[config.mk]
export PLATFORM = sky130hd
export DESIGN_NAME = fvac_top
export DESIGN_NICKNAME = d
export VERILOG_FILES = /design/src/logic/fvac_pkg.sv /design/src/logic/fvac_top.sv
export SDC_FILE = /design/constraint.sdc
export NUM_CORES = 1
export LEC_CHECK = 0
export ABC_CLOCK_PERIOD_IN_PS = 11700
export BUFFER_PORTS_ARGS = -buffer_cell sky130_fd_sc_hd__buf_2
export CAP_MARGIN = 10
export CORE_MARGIN = 3
export CORE_UTILIZATION = 55
export CTS_CLUSTER_DIAMETER = 60
export CTS_CLUSTER_SIZE = 12
export DETAILED_ROUTE_END_ITERATION = 7
export MAX_ROUTING_LAYER = met4
export PLACE_DENSITY = 0.83
export SLEW_MARGIN = 10
export SYNTH_ARGS = -nofsm -noshare
export SYNTH_HDL_FRONTEND = slang
export SYNTH_SLANG_ARGS = --single-unit
[constraint.sdc]
create_clock -name clk_i -period 11.7 [get_ports clk_i]
set_input_delay 3.51 -clock clk_i [delete_from_list [all_inputs] [get_ports clk_i]]
set_output_delay 3.51 -clock clk_i [all_outputs]
set_load 0.02 [all_outputs]
[src/logic/fvac_pkg.sv]
/*
  Package for the field, vertical sync, gain and clamp control bank.
  It holds the register offsets, field positions, reset values, timing
  counts and the packed carriers shared by the design and its bench.
  It assumes nothing of its surroundings.
*/
`default_nettype none
package fvac_pkg;

  // Register offsets on the control port.
  localparam logic [7:0] FVAC_FIELD_CTRL_OFS = 8'h0c;
  localparam logic [7:0] FVAC_SYNC_TIP_OFS   = 8'h0d;
  localparam logic [7:0] FVAC_CLK_PHASE_OFS  = 8'h0e;

  // Field positions in the field and vsync reporting register.
  localparam int FVAC_FREEZE_BIT  = 6;
  localparam int FVAC_DLY_FID_BIT = 2;
  localparam int FVAC_DLY_VS_BIT  = 1;
  localparam int FVAC_AGC_BIT     = 0;
  // Field position in the output clock phase register.
  localparam int FVAC_INVERT_BIT  = 7;

  // Reset values.
  localparam logic       FVAC_FREEZE_RST  = 1'b0;
  localparam logic       FVAC_DLY_FID_RST = 1'b0;
  localparam logic       FVAC_DLY_VS_RST  = 1'b0;
  localparam logic       FVAC_INVERT_RST  = 1'b0;
  localparam logic [3:0] FVAC_TIP_RST     = 4'h0;
  localparam logic [2:0] FVAC_FID_RST     = 3'h0;

  // Timing counts: vsync output low time in lines, gain sequence length.
  localparam logic [1:0] FVAC_VS_LINES    = 2'h3;
  localparam logic [1:0] FVAC_AGC_FIELDS  = 2'h2;

  // Register request from the two-wire port decoder.
  typedef struct packed {
    logic       wr;
    logic       rd;
    logic [7:0] addr;
    logic [7:0] wdata;
  } fvac_reg_req_t;

  // Video timing events from the sync separator, on the pixel clock.
  typedef struct packed {
    logic ntsc;       // Level: NTSC selected, else PAL.
    logic lock;       // Level: stable sync lock.
    logic vs_start;   // Pulse: detected start of a vertical sync group.
    logic vs_predict; // Pulse: predicted start of a vertical sync series.
    logic line_start; // Pulse: start of a line.
    logic hsync;      // Level: inside horizontal sync.
    logic sync_tip;   // Level: inside a sync tip or equalization pulse.
  } fvac_sync_t;

endpackage
`default_nettype wire

[src/logic/fvac_top.sv]
/*
  Field, vertical sync, gain retrigger, sync tip clamp and pixel clock
  phase control for a genlocking video digitizer.
  Assumes the two-wire port decoder and the sync separator run on the
  same pixel clock and hand over one-cycle strobes and levels.
*/
// Functional notes
// [RULE1] Freeze low: NTSC frame bit of the field count toggles freely.
// [RULE2] Freeze high in NTSC: frame bit held, count runs odd/even only.
// [RULE3] Delayed field update low: count steps at each vsync group start.
// [RULE4] Delayed field update high: count steps at the following line start.
// [RULE5] Delayed vsync low: vsync output falls at predicted series start.
// [RULE6] Delayed vsync high: vsync falls one line after detected start.
// [RULE7] Host keeps delay low for clean sources, high for jittery ones.
// [RULE8] Writing one to retrigger starts a one-frame gain run; self-clears.
// [RULE9] Gain runs one frame whenever sync lock is acquired or reacquired.
// [RULE10] When locked, clamp sync tips toward the four-bit tip level.
// [RULE11] Host is advised to program the tip level to three.
// [RULE12] Pixel clock output at normal phase, or inverted when bit set.
// [RULE13] Host leaves the analog test bits at zero.
// [RULE14] NTSC: field count shows on low two video bits during hsync.
// [RULE15] Reserved bits read zero; retrigger bit reads zero.
`timescale 1ns/1ns
`default_nettype none
module fvac_top (
  input  wire logic                   clk_i,
  input  wire logic                   rst_i,
  input  wire fvac_pkg::fvac_reg_req_t reg_req_i,
  input  wire fvac_pkg::fvac_sync_t   sync_i,
  input  wire logic [7:0]             video_i,
  output logic [7:0]                  reg_rdata_o,
  output logic                        reg_rvalid_o,
  output logic [7:0]                  video_o,
  output logic [2:0]                  field_id_o,
  output logic                        vsync_o,
  output logic                        agc_active_o,
  output logic                        pixel_clk_o
);

  // Control register state.
  logic       freeze_q, freeze_d;
  logic       dly_fid_q, dly_fid_d;
  logic       dly_vs_q, dly_vs_d;
  logic       invert_q, invert_d;
  logic [3:0] tip_q, tip_d;
  logic [7:0] rdata_q, rdata_d;
  logic       rvalid_q, rvalid_d;
  logic       agc_kick;

  // Register writes and reads. The retrigger bit is not stored: its write
  // is consumed as a one-cycle kick, so it always reads back as zero.
  always_comb begin
    freeze_d  = freeze_q;
    dly_fid_d = dly_fid_q;
    dly_vs_d  = dly_vs_q;
    invert_d  = invert_q;
    tip_d     = tip_q;
    agc_kick  = 1'b0;
    rdata_d   = 8'h00;
    rvalid_d  = reg_req_i.rd;
    if (reg_req_i.wr) begin
      unique case (reg_req_i.addr)
        fvac_pkg::FVAC_FIELD_CTRL_OFS: begin
          freeze_d  = reg_req_i.wdata[fvac_pkg::FVAC_FREEZE_BIT];
          dly_fid_d = reg_req_i.wdata[fvac_pkg::FVAC_DLY_FID_BIT];
          dly_vs_d  = reg_req_i.wdata[fvac_pkg::FVAC_DLY_VS_BIT];
          agc_kick  = reg_req_i.wdata[fvac_pkg::FVAC_AGC_BIT]; // RULE8
        end
        fvac_pkg::FVAC_SYNC_TIP_OFS: begin
          tip_d = reg_req_i.wdata[3:0];
        end
        fvac_pkg::FVAC_CLK_PHASE_OFS: begin
          invert_d = reg_req_i.wdata[fvac_pkg::FVAC_INVERT_BIT];
        end
        default: begin
        end
      endcase
    end
    if (reg_req_i.rd) begin
      unique case (reg_req_i.addr)
        fvac_pkg::FVAC_FIELD_CTRL_OFS: begin
          rdata_d[fvac_pkg::FVAC_FREEZE_BIT]  = freeze_q; // RULE15
          rdata_d[fvac_pkg::FVAC_DLY_FID_BIT] = dly_fid_q;
          rdata_d[fvac_pkg::FVAC_DLY_VS_BIT]  = dly_vs_q;
        end
        fvac_pkg::FVAC_SYNC_TIP_OFS: begin
          rdata_d[3:0] = tip_q;
        end
        fvac_pkg::FVAC_CLK_PHASE_OFS: begin
          rdata_d[fvac_pkg::FVAC_INVERT_BIT] = invert_q;
        end
        default: begin
        end
      endcase
    end
  end

  always_ff @(posedge clk_i) begin
    if (rst_i) begin
      freeze_q  <= fvac_pkg::FVAC_FREEZE_RST;
      dly_fid_q <= fvac_pkg::FVAC_DLY_FID_RST;
      dly_vs_q  <= fvac_pkg::FVAC_DLY_VS_RST;
      invert_q  <= fvac_pkg::FVAC_INVERT_RST;
      tip_q     <= fvac_pkg::FVAC_TIP_RST;
      rdata_q   <= 8'h00;
      rvalid_q  <= 1'b0;
    end else begin
      freeze_q  <= freeze_d;
      dly_fid_q <= dly_fid_d;
      dly_vs_q  <= dly_vs_d;
      invert_q  <= invert_d;
      tip_q     <= tip_d;
      rdata_q   <= rdata_d;
      rvalid_q  <= rvalid_d;
    end
  end

  // Field identifier. In NTSC only two bits count; the frame bit may be
  // frozen. The frame bit has no tie to burst phase, it just follows the
  // field count.
  logic [2:0] fid_q, fid_d, fid_inc;
  logic       fid_pend_q, fid_pend_d;
  logic       fid_step;

  always_comb begin
    if (sync_i.ntsc) begin
      fid_inc[2] = 1'b0;
      fid_inc[1] = freeze_q ? fid_q[1] : fid_q[1] ^ fid_q[0]; // RULE1 RULE2
      fid_inc[0] = ~fid_q[0];
    end else begin
      fid_inc = fid_q + 3'h1;
    end
    fid_pend_d = fid_pend_q;
    fid_step   = 1'b0;
    if (!dly_fid_q) begin
      fid_step   = sync_i.vs_start; // RULE3
      fid_pend_d = 1'b0;
    end else begin
      if (fid_pend_q && sync_i.line_start) begin
        fid_step   = 1'b1; // RULE4
        fid_pend_d = 1'b0;
      end
      if (sync_i.vs_start) begin
        fid_pend_d = 1'b1; // RULE4
      end
    end
    fid_d = fid_step ? fid_inc : fid_q;
  end

  always_ff @(posedge clk_i) begin
    if (rst_i) begin
      fid_q      <= fvac_pkg::FVAC_FID_RST;
      fid_pend_q <= 1'b0;
    end else begin
      fid_q      <= fid_d;
      fid_pend_q <= fid_pend_d;
    end
  end

  // Vertical sync output: idles high, falls on the chosen trigger and
  // rises again after a fixed number of lines.
  logic       vs_q, vs_d;
  logic       vs_pend_q, vs_pend_d;
  logic [1:0] vs_lines_q, vs_lines_d;
  logic       vs_fall;

  always_comb begin
    vs_pend_d  = vs_pend_q;
    vs_fall    = 1'b0;
    if (!dly_vs_q) begin
      vs_fall   = sync_i.vs_predict; // RULE5
      vs_pend_d = 1'b0;
    end else begin
      if (vs_pend_q && sync_i.line_start) begin
        vs_fall   = 1'b1; // RULE6
        vs_pend_d = 1'b0;
      end
      if (sync_i.vs_start) begin
        vs_pend_d = 1'b1; // RULE6
      end
    end
    vs_d       = vs_q;
    vs_lines_d = vs_lines_q;
    if (vs_fall) begin
      vs_d       = 1'b0;
      vs_lines_d = 2'h0;
    end else if (!vs_q && sync_i.line_start) begin
      vs_lines_d = vs_lines_q + 2'h1;
      if (vs_lines_q == fvac_pkg::FVAC_VS_LINES - 2'h1) begin
        vs_d = 1'b1;
      end
    end
  end

  always_ff @(posedge clk_i) begin
    if (rst_i) begin
      vs_q       <= 1'b1;
      vs_pend_q  <= 1'b0;
      vs_lines_q <= 2'h0;
    end else begin
      vs_q       <= vs_d;
      vs_pend_q  <= vs_pend_d;
      vs_lines_q <= vs_lines_d;
    end
  end

  // Gain sequence: one frame, counted as two vsync group starts. A new
  // start while running restarts the frame count.
  logic       agc_q, agc_d;
  logic [1:0] agc_fields_q, agc_fields_d;
  logic       lock_prev_q;
  logic       agc_start;

  always_comb begin
    agc_start    = agc_kick || (sync_i.lock && !lock_prev_q); // RULE8 RULE9
    agc_d        = agc_q;
    agc_fields_d = agc_fields_q;
    if (agc_start) begin
      agc_d        = 1'b1;
      agc_fields_d = 2'h0;
    end else if (agc_q && sync_i.vs_start) begin
      agc_fields_d = agc_fields_q + 2'h1;
      if (agc_fields_q == fvac_pkg::FVAC_AGC_FIELDS - 2'h1) begin
        agc_d = 1'b0;
      end
    end
  end

  always_ff @(posedge clk_i) begin
    if (rst_i) begin
      agc_q        <= 1'b0;
      agc_fields_q <= 2'h0;
      lock_prev_q  <= 1'b0;
    end else begin
      agc_q        <= agc_d;
      agc_fields_q <= agc_fields_d;
      lock_prev_q  <= sync_i.lock;
    end
  end

  // Digital clamp: a one-step tracking loop moves the offset so that sync
  // tip output settles on the tip level. It is slow but never overshoots
  // by more than one code per sample.
  logic signed [8:0] ofs_q, ofs_d;
  logic signed [9:0] sum;
  logic        [7:0] clamped;
  logic        [7:0] vid_d;

  always_comb begin
    sum = $signed({2'b00, video_i}) + {ofs_q[8], ofs_q};
    if (sum < 10'sd0) begin
      clamped = 8'h00;
    end else if (sum > 10'sd255) begin
      clamped = 8'hff;
    end else begin
      clamped = sum[7:0];
    end
    ofs_d = ofs_q;
    if (sync_i.lock && sync_i.sync_tip) begin
      if (clamped > {4'h0, tip_q} && ofs_q != -9'sd256) begin
        ofs_d = ofs_q - 9'sd1; // RULE10
      end else if (clamped < {4'h0, tip_q} && ofs_q != 9'sd255) begin
        ofs_d = ofs_q + 9'sd1; // RULE10
      end
    end
    vid_d = clamped;
    if (sync_i.hsync) begin
      if (sync_i.ntsc) begin
        vid_d[1:0] = fid_q[1:0]; // RULE14
      end else begin
        vid_d[2:0] = fid_q;
      end
    end
  end

  // Half-rate pixel clock: toggles each cycle, inverted on request.
  logic double_rate_pixel_clock_q, double_rate_pixel_clock_d;
  logic phase_q;

  always_comb begin
    double_rate_pixel_clock_d = phase_q ^ invert_q; // RULE12
  end

  always_ff @(posedge clk_i) begin
    if (rst_i) begin
      ofs_q   <= 9'sd0;
      video_o <= 8'h00;
      phase_q <= 1'b0;
      double_rate_pixel_clock_q  <= 1'b0;
    end else begin
      ofs_q   <= ofs_d;
      video_o <= vid_d;
      phase_q <= ~phase_q;
      double_rate_pixel_clock_q  <= double_rate_pixel_clock_d;
    end
  end

  assign reg_rdata_o  = rdata_q;
  assign reg_rvalid_o = rvalid_q;
  assign field_id_o   = fid_q;
  assign vsync_o      = vs_q;
  assign agc_active_o = agc_q;
  assign pixel_clk_o  = double_rate_pixel_clock_q;
endmodule
`default_nettype wire

; Word level (Yosys, flattened, before mapping)
; Index checks and enable logic that the tools add are counted.
[op_classes]
addsub = 6
mux = 25
magnitude_cmp = 4
n_bitwise = 10
reduce_logical = 33
eq_ne = 8
[ops]
columns = cell, n
row1 = $eq A8 B4 Y1 const B, 3
row2 = $mux W1, 18
row3 = $mux W9, 2
row4 = $ne A9 B9 Y1 const B, 2
row5 = $mux W8, 2
row6 = $reduce_and A2 Y1, 7
row7 = $reduce_bool A2 Y1, 7
row8 = $add A9 B9 Y10, 1
row9 = $gt A10 B9 Y1 const B, 1
row10 = $lt A10 B1 Y1 const B, 1
row11 = $reduce_or A2 Y1, 5
row12 = $add A9 B2 Y9 const B, 1
row13 = $reduce_or A3 Y1, 3
row14 = $sub A9 B2 Y9 const B, 1
row15 = $gt A8 B4 Y1, 1
row16 = $logic_and A1 B1 Y1, 8
row17 = $lt A8 B4 Y1, 1
row18 = $not A1 Y1, 8
row19 = $mux W3, 2
row20 = $add A2 B1 Y2 const B, 2
row21 = $pmux W2 S2, 1
row22 = $add A3 B1 Y3 const B, 1
row23 = $eq A2 B1 Y1 const B, 1
row24 = $eq A2 B2 Y1 const B, 1
row25 = 4 further kinds, 6
[totals]
elab_cells = 110
regBits = 48
out_inout_bits = 23

; Longest topological paths before layout
[depth]
word_depth = 8
ltp_mapped = 25
mapped_depth_nobuf = 25

; Least setup slack after synthesis
; OpenSTA, ideal clock, no wires.
[synth_timing]
kind = input -> register
start = input video_i[0]
end = register ofs_q[8]
setup_ns = 0.121
path_buffers = 0
t_arrival_ns = 8.019
t_required_ns = 11.579
path_slack_ns = 3.560
cell_stages = 24
path_cell_list = ha_1 > inv_1 > fa_1 > nor2b_4 > o2111ai_1 > nand2_2 > a31oi_4 > mux2i_2 > o21bai_1 > ha_1 > a21oi_1 > o21ai_0 > nand2_1 > nand4_1 > o31a_4 > fa_1 > a21o_1 > a21oi_1 > nor2b_1 > o21ai_0 > a21oi_1 > and2_1 > a22oi_1 > mux2_2
[synth_via]
elab_chain_len = 8
[synth_rtl]
columns = element, line
row1 = from (decl), fvac_top.sv:30  ; input wire logic [7:0] video_i,
row2 = $add A9 B9 Y10 (*), fvac_top.sv:250  ; sum = $signed({2'b00, video_i}) + {ofs_q[8], ofs_q};
row3 = $gt A10 B9 Y1, fvac_top.sv:253  ; end else if (sum > 10'sd255) begin
row4 = $mux W8, fvac_top.sv:253
row5 = $mux W8 (*), fvac_top.sv:251  ; if (sum < 10'sd0) begin
row6 = $gt A8 B4 Y1 or $lt A8 B4 Y1 (tied branches), "fvac_top.sv:260, fvac_top.sv:262"
row7 = $logic_and A1 B1 Y1 (on tied branches), "fvac_top.sv:260, fvac_top.sv:262"
row8 = $reduce_bool A2 Y1 (no line), -
row9 = $reduce_and A2 Y1 (no line), -
row10 = to (signal assigned), fvac_top.sv:291  ; ofs_q <= ofs_d;
row11 = to (decl), fvac_top.sv:244  ; logic signed [8:0] ofs_q, ofs_d;
; Every way passes the cells marked *; elsewhere a longest branch is shown, timed or not.
; A chain may end at the register's enable or synchronous reset.

; Final worst setup path
; Same ends and word-level chain as after synthesis.

==> metrics.md <==
| Metric | Value |
|---|---|
| Crit Path Category | input pin to flip-flop |
| Status | finished, final reports clean |
| Htree depth | 2 |
| Crit end category | flip-flop |
| Worst EP required | 11.89 ns |
| Register bit total from synthesis | 46 |
| Fill count | 359 |
| Boundary pin count | 58 |
| Dominant cell type by area after synthesis | dfxtp_1 |
| Pleak | 1.425 nW |
| Die Y | 76.02 um |
| DR WL met2 | 2.782 mm |
| Total CTS buffers | 5 |
| Post-CTS sizing | 0 |
| Vias in the first global route | 2144 |
| Post-synth EDFFs | 0 |
| Ant diodes | 0 |
| Tcrit/Tclk final | 0.7304 |
| Post-CTS Setup Bufs | 0 |
| Clock root cell | clkbuf_8 |
| Worst Tran Pin Value | 0.5310 ns |
| Die width | 76.02 um |
| Vias after detailed routing | 2238 |
| Power density over cell area | 232.4 nW/um^2 |
| Sequential share of power | 0.278 |
| Initial DRC Count | 108 |
| Pint | 0.0004320 W |
| CTS tree | done |
| Clock sinks | 46 |
| Global-route wire length before repair | 9.770 mm |
| Post-route ant nets | 0 |
| Leading post-synthesis cells by cell area | dfxtp_1 (34%), ha_1 (10%), mux2i_1 (5.6%), nor2_1 (5.0%), a21oi_1 (3.5%) |
| Most instantiated cells after synthesis | dfxtp_1 (46), nor2_1 (36), ha_1 (22), a21oi_1 (19), nand2_1 (19) |
| Clk_lat worst skew | 0.29 ns |
| Final Skew | 0.001868 ns |
| Num rows | 24 |
| Seq/Total Area, Yosys | 0.3415 |
| Final wirelength | 5.614 mm |
| Crit Path Max Fanout | 13 |
| Max Slew Vio Count | 0 |
| Clock Path Buffers | 2 |
| DRC errors left | 0 |
| Wl on met1 | 2.509 mm |
| Final Hold Viols | 0 |
| Clock power frac | 0.164 |
| Power after layout | 0.0007251 W |
| Largest net degree at the start of global routing | 34 |
| Relative slew slack | 0.6390 |
| TritonRoute pass-1 iters | 4 |
| Fin nets | 405 |
| Post-DP HPWL | 4.445 mm |
| Ys async rst share | 0 |
| Initial antenna violation count | 0 |
| Most common cell in the netlist | dfxtp_1 |
| Syn Std Cell Area | 2696 sq um |
| Unrepaired setup endpoints after global routing | no |
| Combinational power share | 0.558 |
| Mapped Cells | 293 |
| Net Sw Power | 0.0002931 W |
| Vias per inst | 5.445 |
| GPL Wtd Cong | 0.8594 |
| Global-route usage over all layers | 0.2073 |
| IO buf count | 53 |
| Maxcap violations | 0 |
| Post-synth top area share | 0.3415 |
| Worst hold path type | flip-flop to flip-flop |
| Predominant post-synthesis flop cell | dfxtp_1 |
| Share of cells above drive strength 1 | 0.2225 |
| Die area | 5778 sq um |
| Cell Area, Placed | 3008 sq um |
| FMAX | 0.1170 GHz |
| VDD IR max | 0.0001403 V |
| Core Region | 4534 sq um |
| Post-synth cell types | 58 |
| CP startpoint kind | input pin |
| Setup TNS | 0 ns |
| Remaining global-route overflow | 0 |
| DR top layer | met4 |
| Switching Fraction | 0.4042 |
| Final worst path period need | 8.546 ns |
| Finish-stage setup viols | 0 |
| Hold buffer count at cts | 0 |
| WL met3 | 272 um |
| Syn Area/Cell | 9.203 sq um |
| Area grow syn2layout | 15.73% |
| CP arrival | 8.73 ns |
| Reg clk slew, reported paths | 0.08 ns |
| Initial core utilization | 0.5946 |
| Ys Warns | 0 |
| Fin area | 3120 sq um |
| WL/cell | 13.66 um |
-- area by class of cell --
class,count,area (sq um),share of cell area
Sequential cell,46,920.9,0.2951
Inverter,11,41.29,0.01323
Timing Repair Buffer,53,265.3,0.08500
Tap cell,65,81.33,0.02606
Clock buffer,6,82.58,0.02646
Clock inverter,1,30.03,0.009623
Multi-Input combinational cell,229,1699,0.5445
-- state kept, by name, summed over array words and instances (netlist names) --
signal        count
agc_active_o      1
vsync_o           1
dly_fid_q         1
freeze_q          1
video_o           8
tip_q             4
dly_vs_q          1
fid_pend_q        1
ofs_q             9
agc_fields_q      2
reg_rdata_o       6
field_id_o        3
vs_lines_q        2
reg_rvalid_o      1
phase_q           1
pixel_clk_o       1
lock_prev_q       1
invert_q          1
vs_pend_q         1
-- cell families after synthesis --
family,share of synthesized area
flops,0.3415
fa+ha+maj,0.1169
simple gates,0.2005
xor+xnor,0.05476
other cells,0.001391
buf+inv,0.02969
compound gates,0.1763
mux,0.07888
-- cells in the final DEF (no fill, tap or decap), types with 2 or more instances in the layout --
| master | n |
|---|---|
| fa_1 | 2 |
| buf_2 | 53 |
| conb_1 | 2 |
| nor3b_1 | 5 |
| nand3_1 | 6 |
| nor4_1 | 3 |
| xor2_1 | 5 |
| nor3_1 | 2 |
| o211ai_1 | 3 |
| xnor2_1 | 10 |
| mux2_1 | 2 |
| o21ai_0 | 7 |
| inv_1 | 11 |
| or3_1 | 2 |
| o21a_1 | 3 |
| nor2b_1 | 12 |
| a21o_1 | 7 |
| mux2i_1 | 15 |
| a21oi_1 | 19 |
| dfxtp_1 | 46 |
| clkbuf_8 | 6 |
| and2_1 | 6 |
| a211oi_1 | 2 |
| ha_1 | 22 |
| o2111ai_1 | 2 |
| and3_1 | 4 |
| nand4_1 | 4 |
| nand2b_1 | 3 |
| nand2_1 | 19 |
| nor2_1 | 36 |
-- layer usage --
| metal | track usage | vias to the layer above |
|---|---|---|
| li1 | - | 1144 |
| met1 | 0.2631 | 1044 |
| met2 | 0.3422 | 46 |
| met3 | 0.03901 | 4 |
| met4 | 0.05254 | 0 |
| met5 | - | - |
-- per-stage QoR --
| stage | std cells | hold WS [ns] | setup slack, ns | utilization |
|---|---|---|---|---|
| after global placement | 404 | 0.4073 | 3.029 | 0.6634 |
| after global routing | 411 | 0.4709 | 2.773 | 0.6882 |
| final | 411 | 0.4326 | 3.154 | 0.6882 |
| after CTS | 411 | 0.4339 | 3.178 | 0.6882 |
| after floorplan | 294 | 0.3981 | 3.560 | - |
| after detailed placement | 404 | 0.4210 | 2.931 | 0.6634 |
-- power groups by stage --
stage / Clock (W) / Sequential (W) / Combinational [W]
after floorplan: 0 / 0.000210 / 0.000317
after global placement: 0 / 0.000204 / 0.000387
after detailed placement: 0 / 0.000205 / 0.000403
after CTS: 0.000120 / 0.000202 / 0.000407
after global routing: 0.000129 / 0.000206 / 0.000454
final: 0.000119 / 0.000202 / 0.000405
-- worst max-delay path, stage by stage --
cell	delay, ns
buf_2	0.10
ha_1	0.22
inv_1	0.08
fa_1	0.25
nor2b_4	0.06
o2111ai_1	0.20
nand2_2	0.11
a31oi_4	0.24
mux2i_2	0.53
o21bai_1	0.25
ha_1	0.30
a21oi_1	0.15
o21ai_0	0.13
nand2_1	0.11
nand4_1	0.13
o31a_4	0.40
fa_1	0.43
a21o_1	0.19
a21oi_1	0.23
nor2b_1	0.07
o21ai_0	0.21
a21oi_1	0.11
and2_1	0.17
a22oi_1	0.19
mux2_2	0.35
-- final timing paths --
check,startpoint,to,slack [ns],cells after the start
max,video_i[0],ofs_q[8],3.15,25
min,phase_q,phase_q,0.43,1
min reg2reg,phase_q,phase_q,0.43,1
max reg2reg,ofs_q[0],ofs_q[8],5.93,24
No activity file was read; power rests on OpenSTA's default activity.
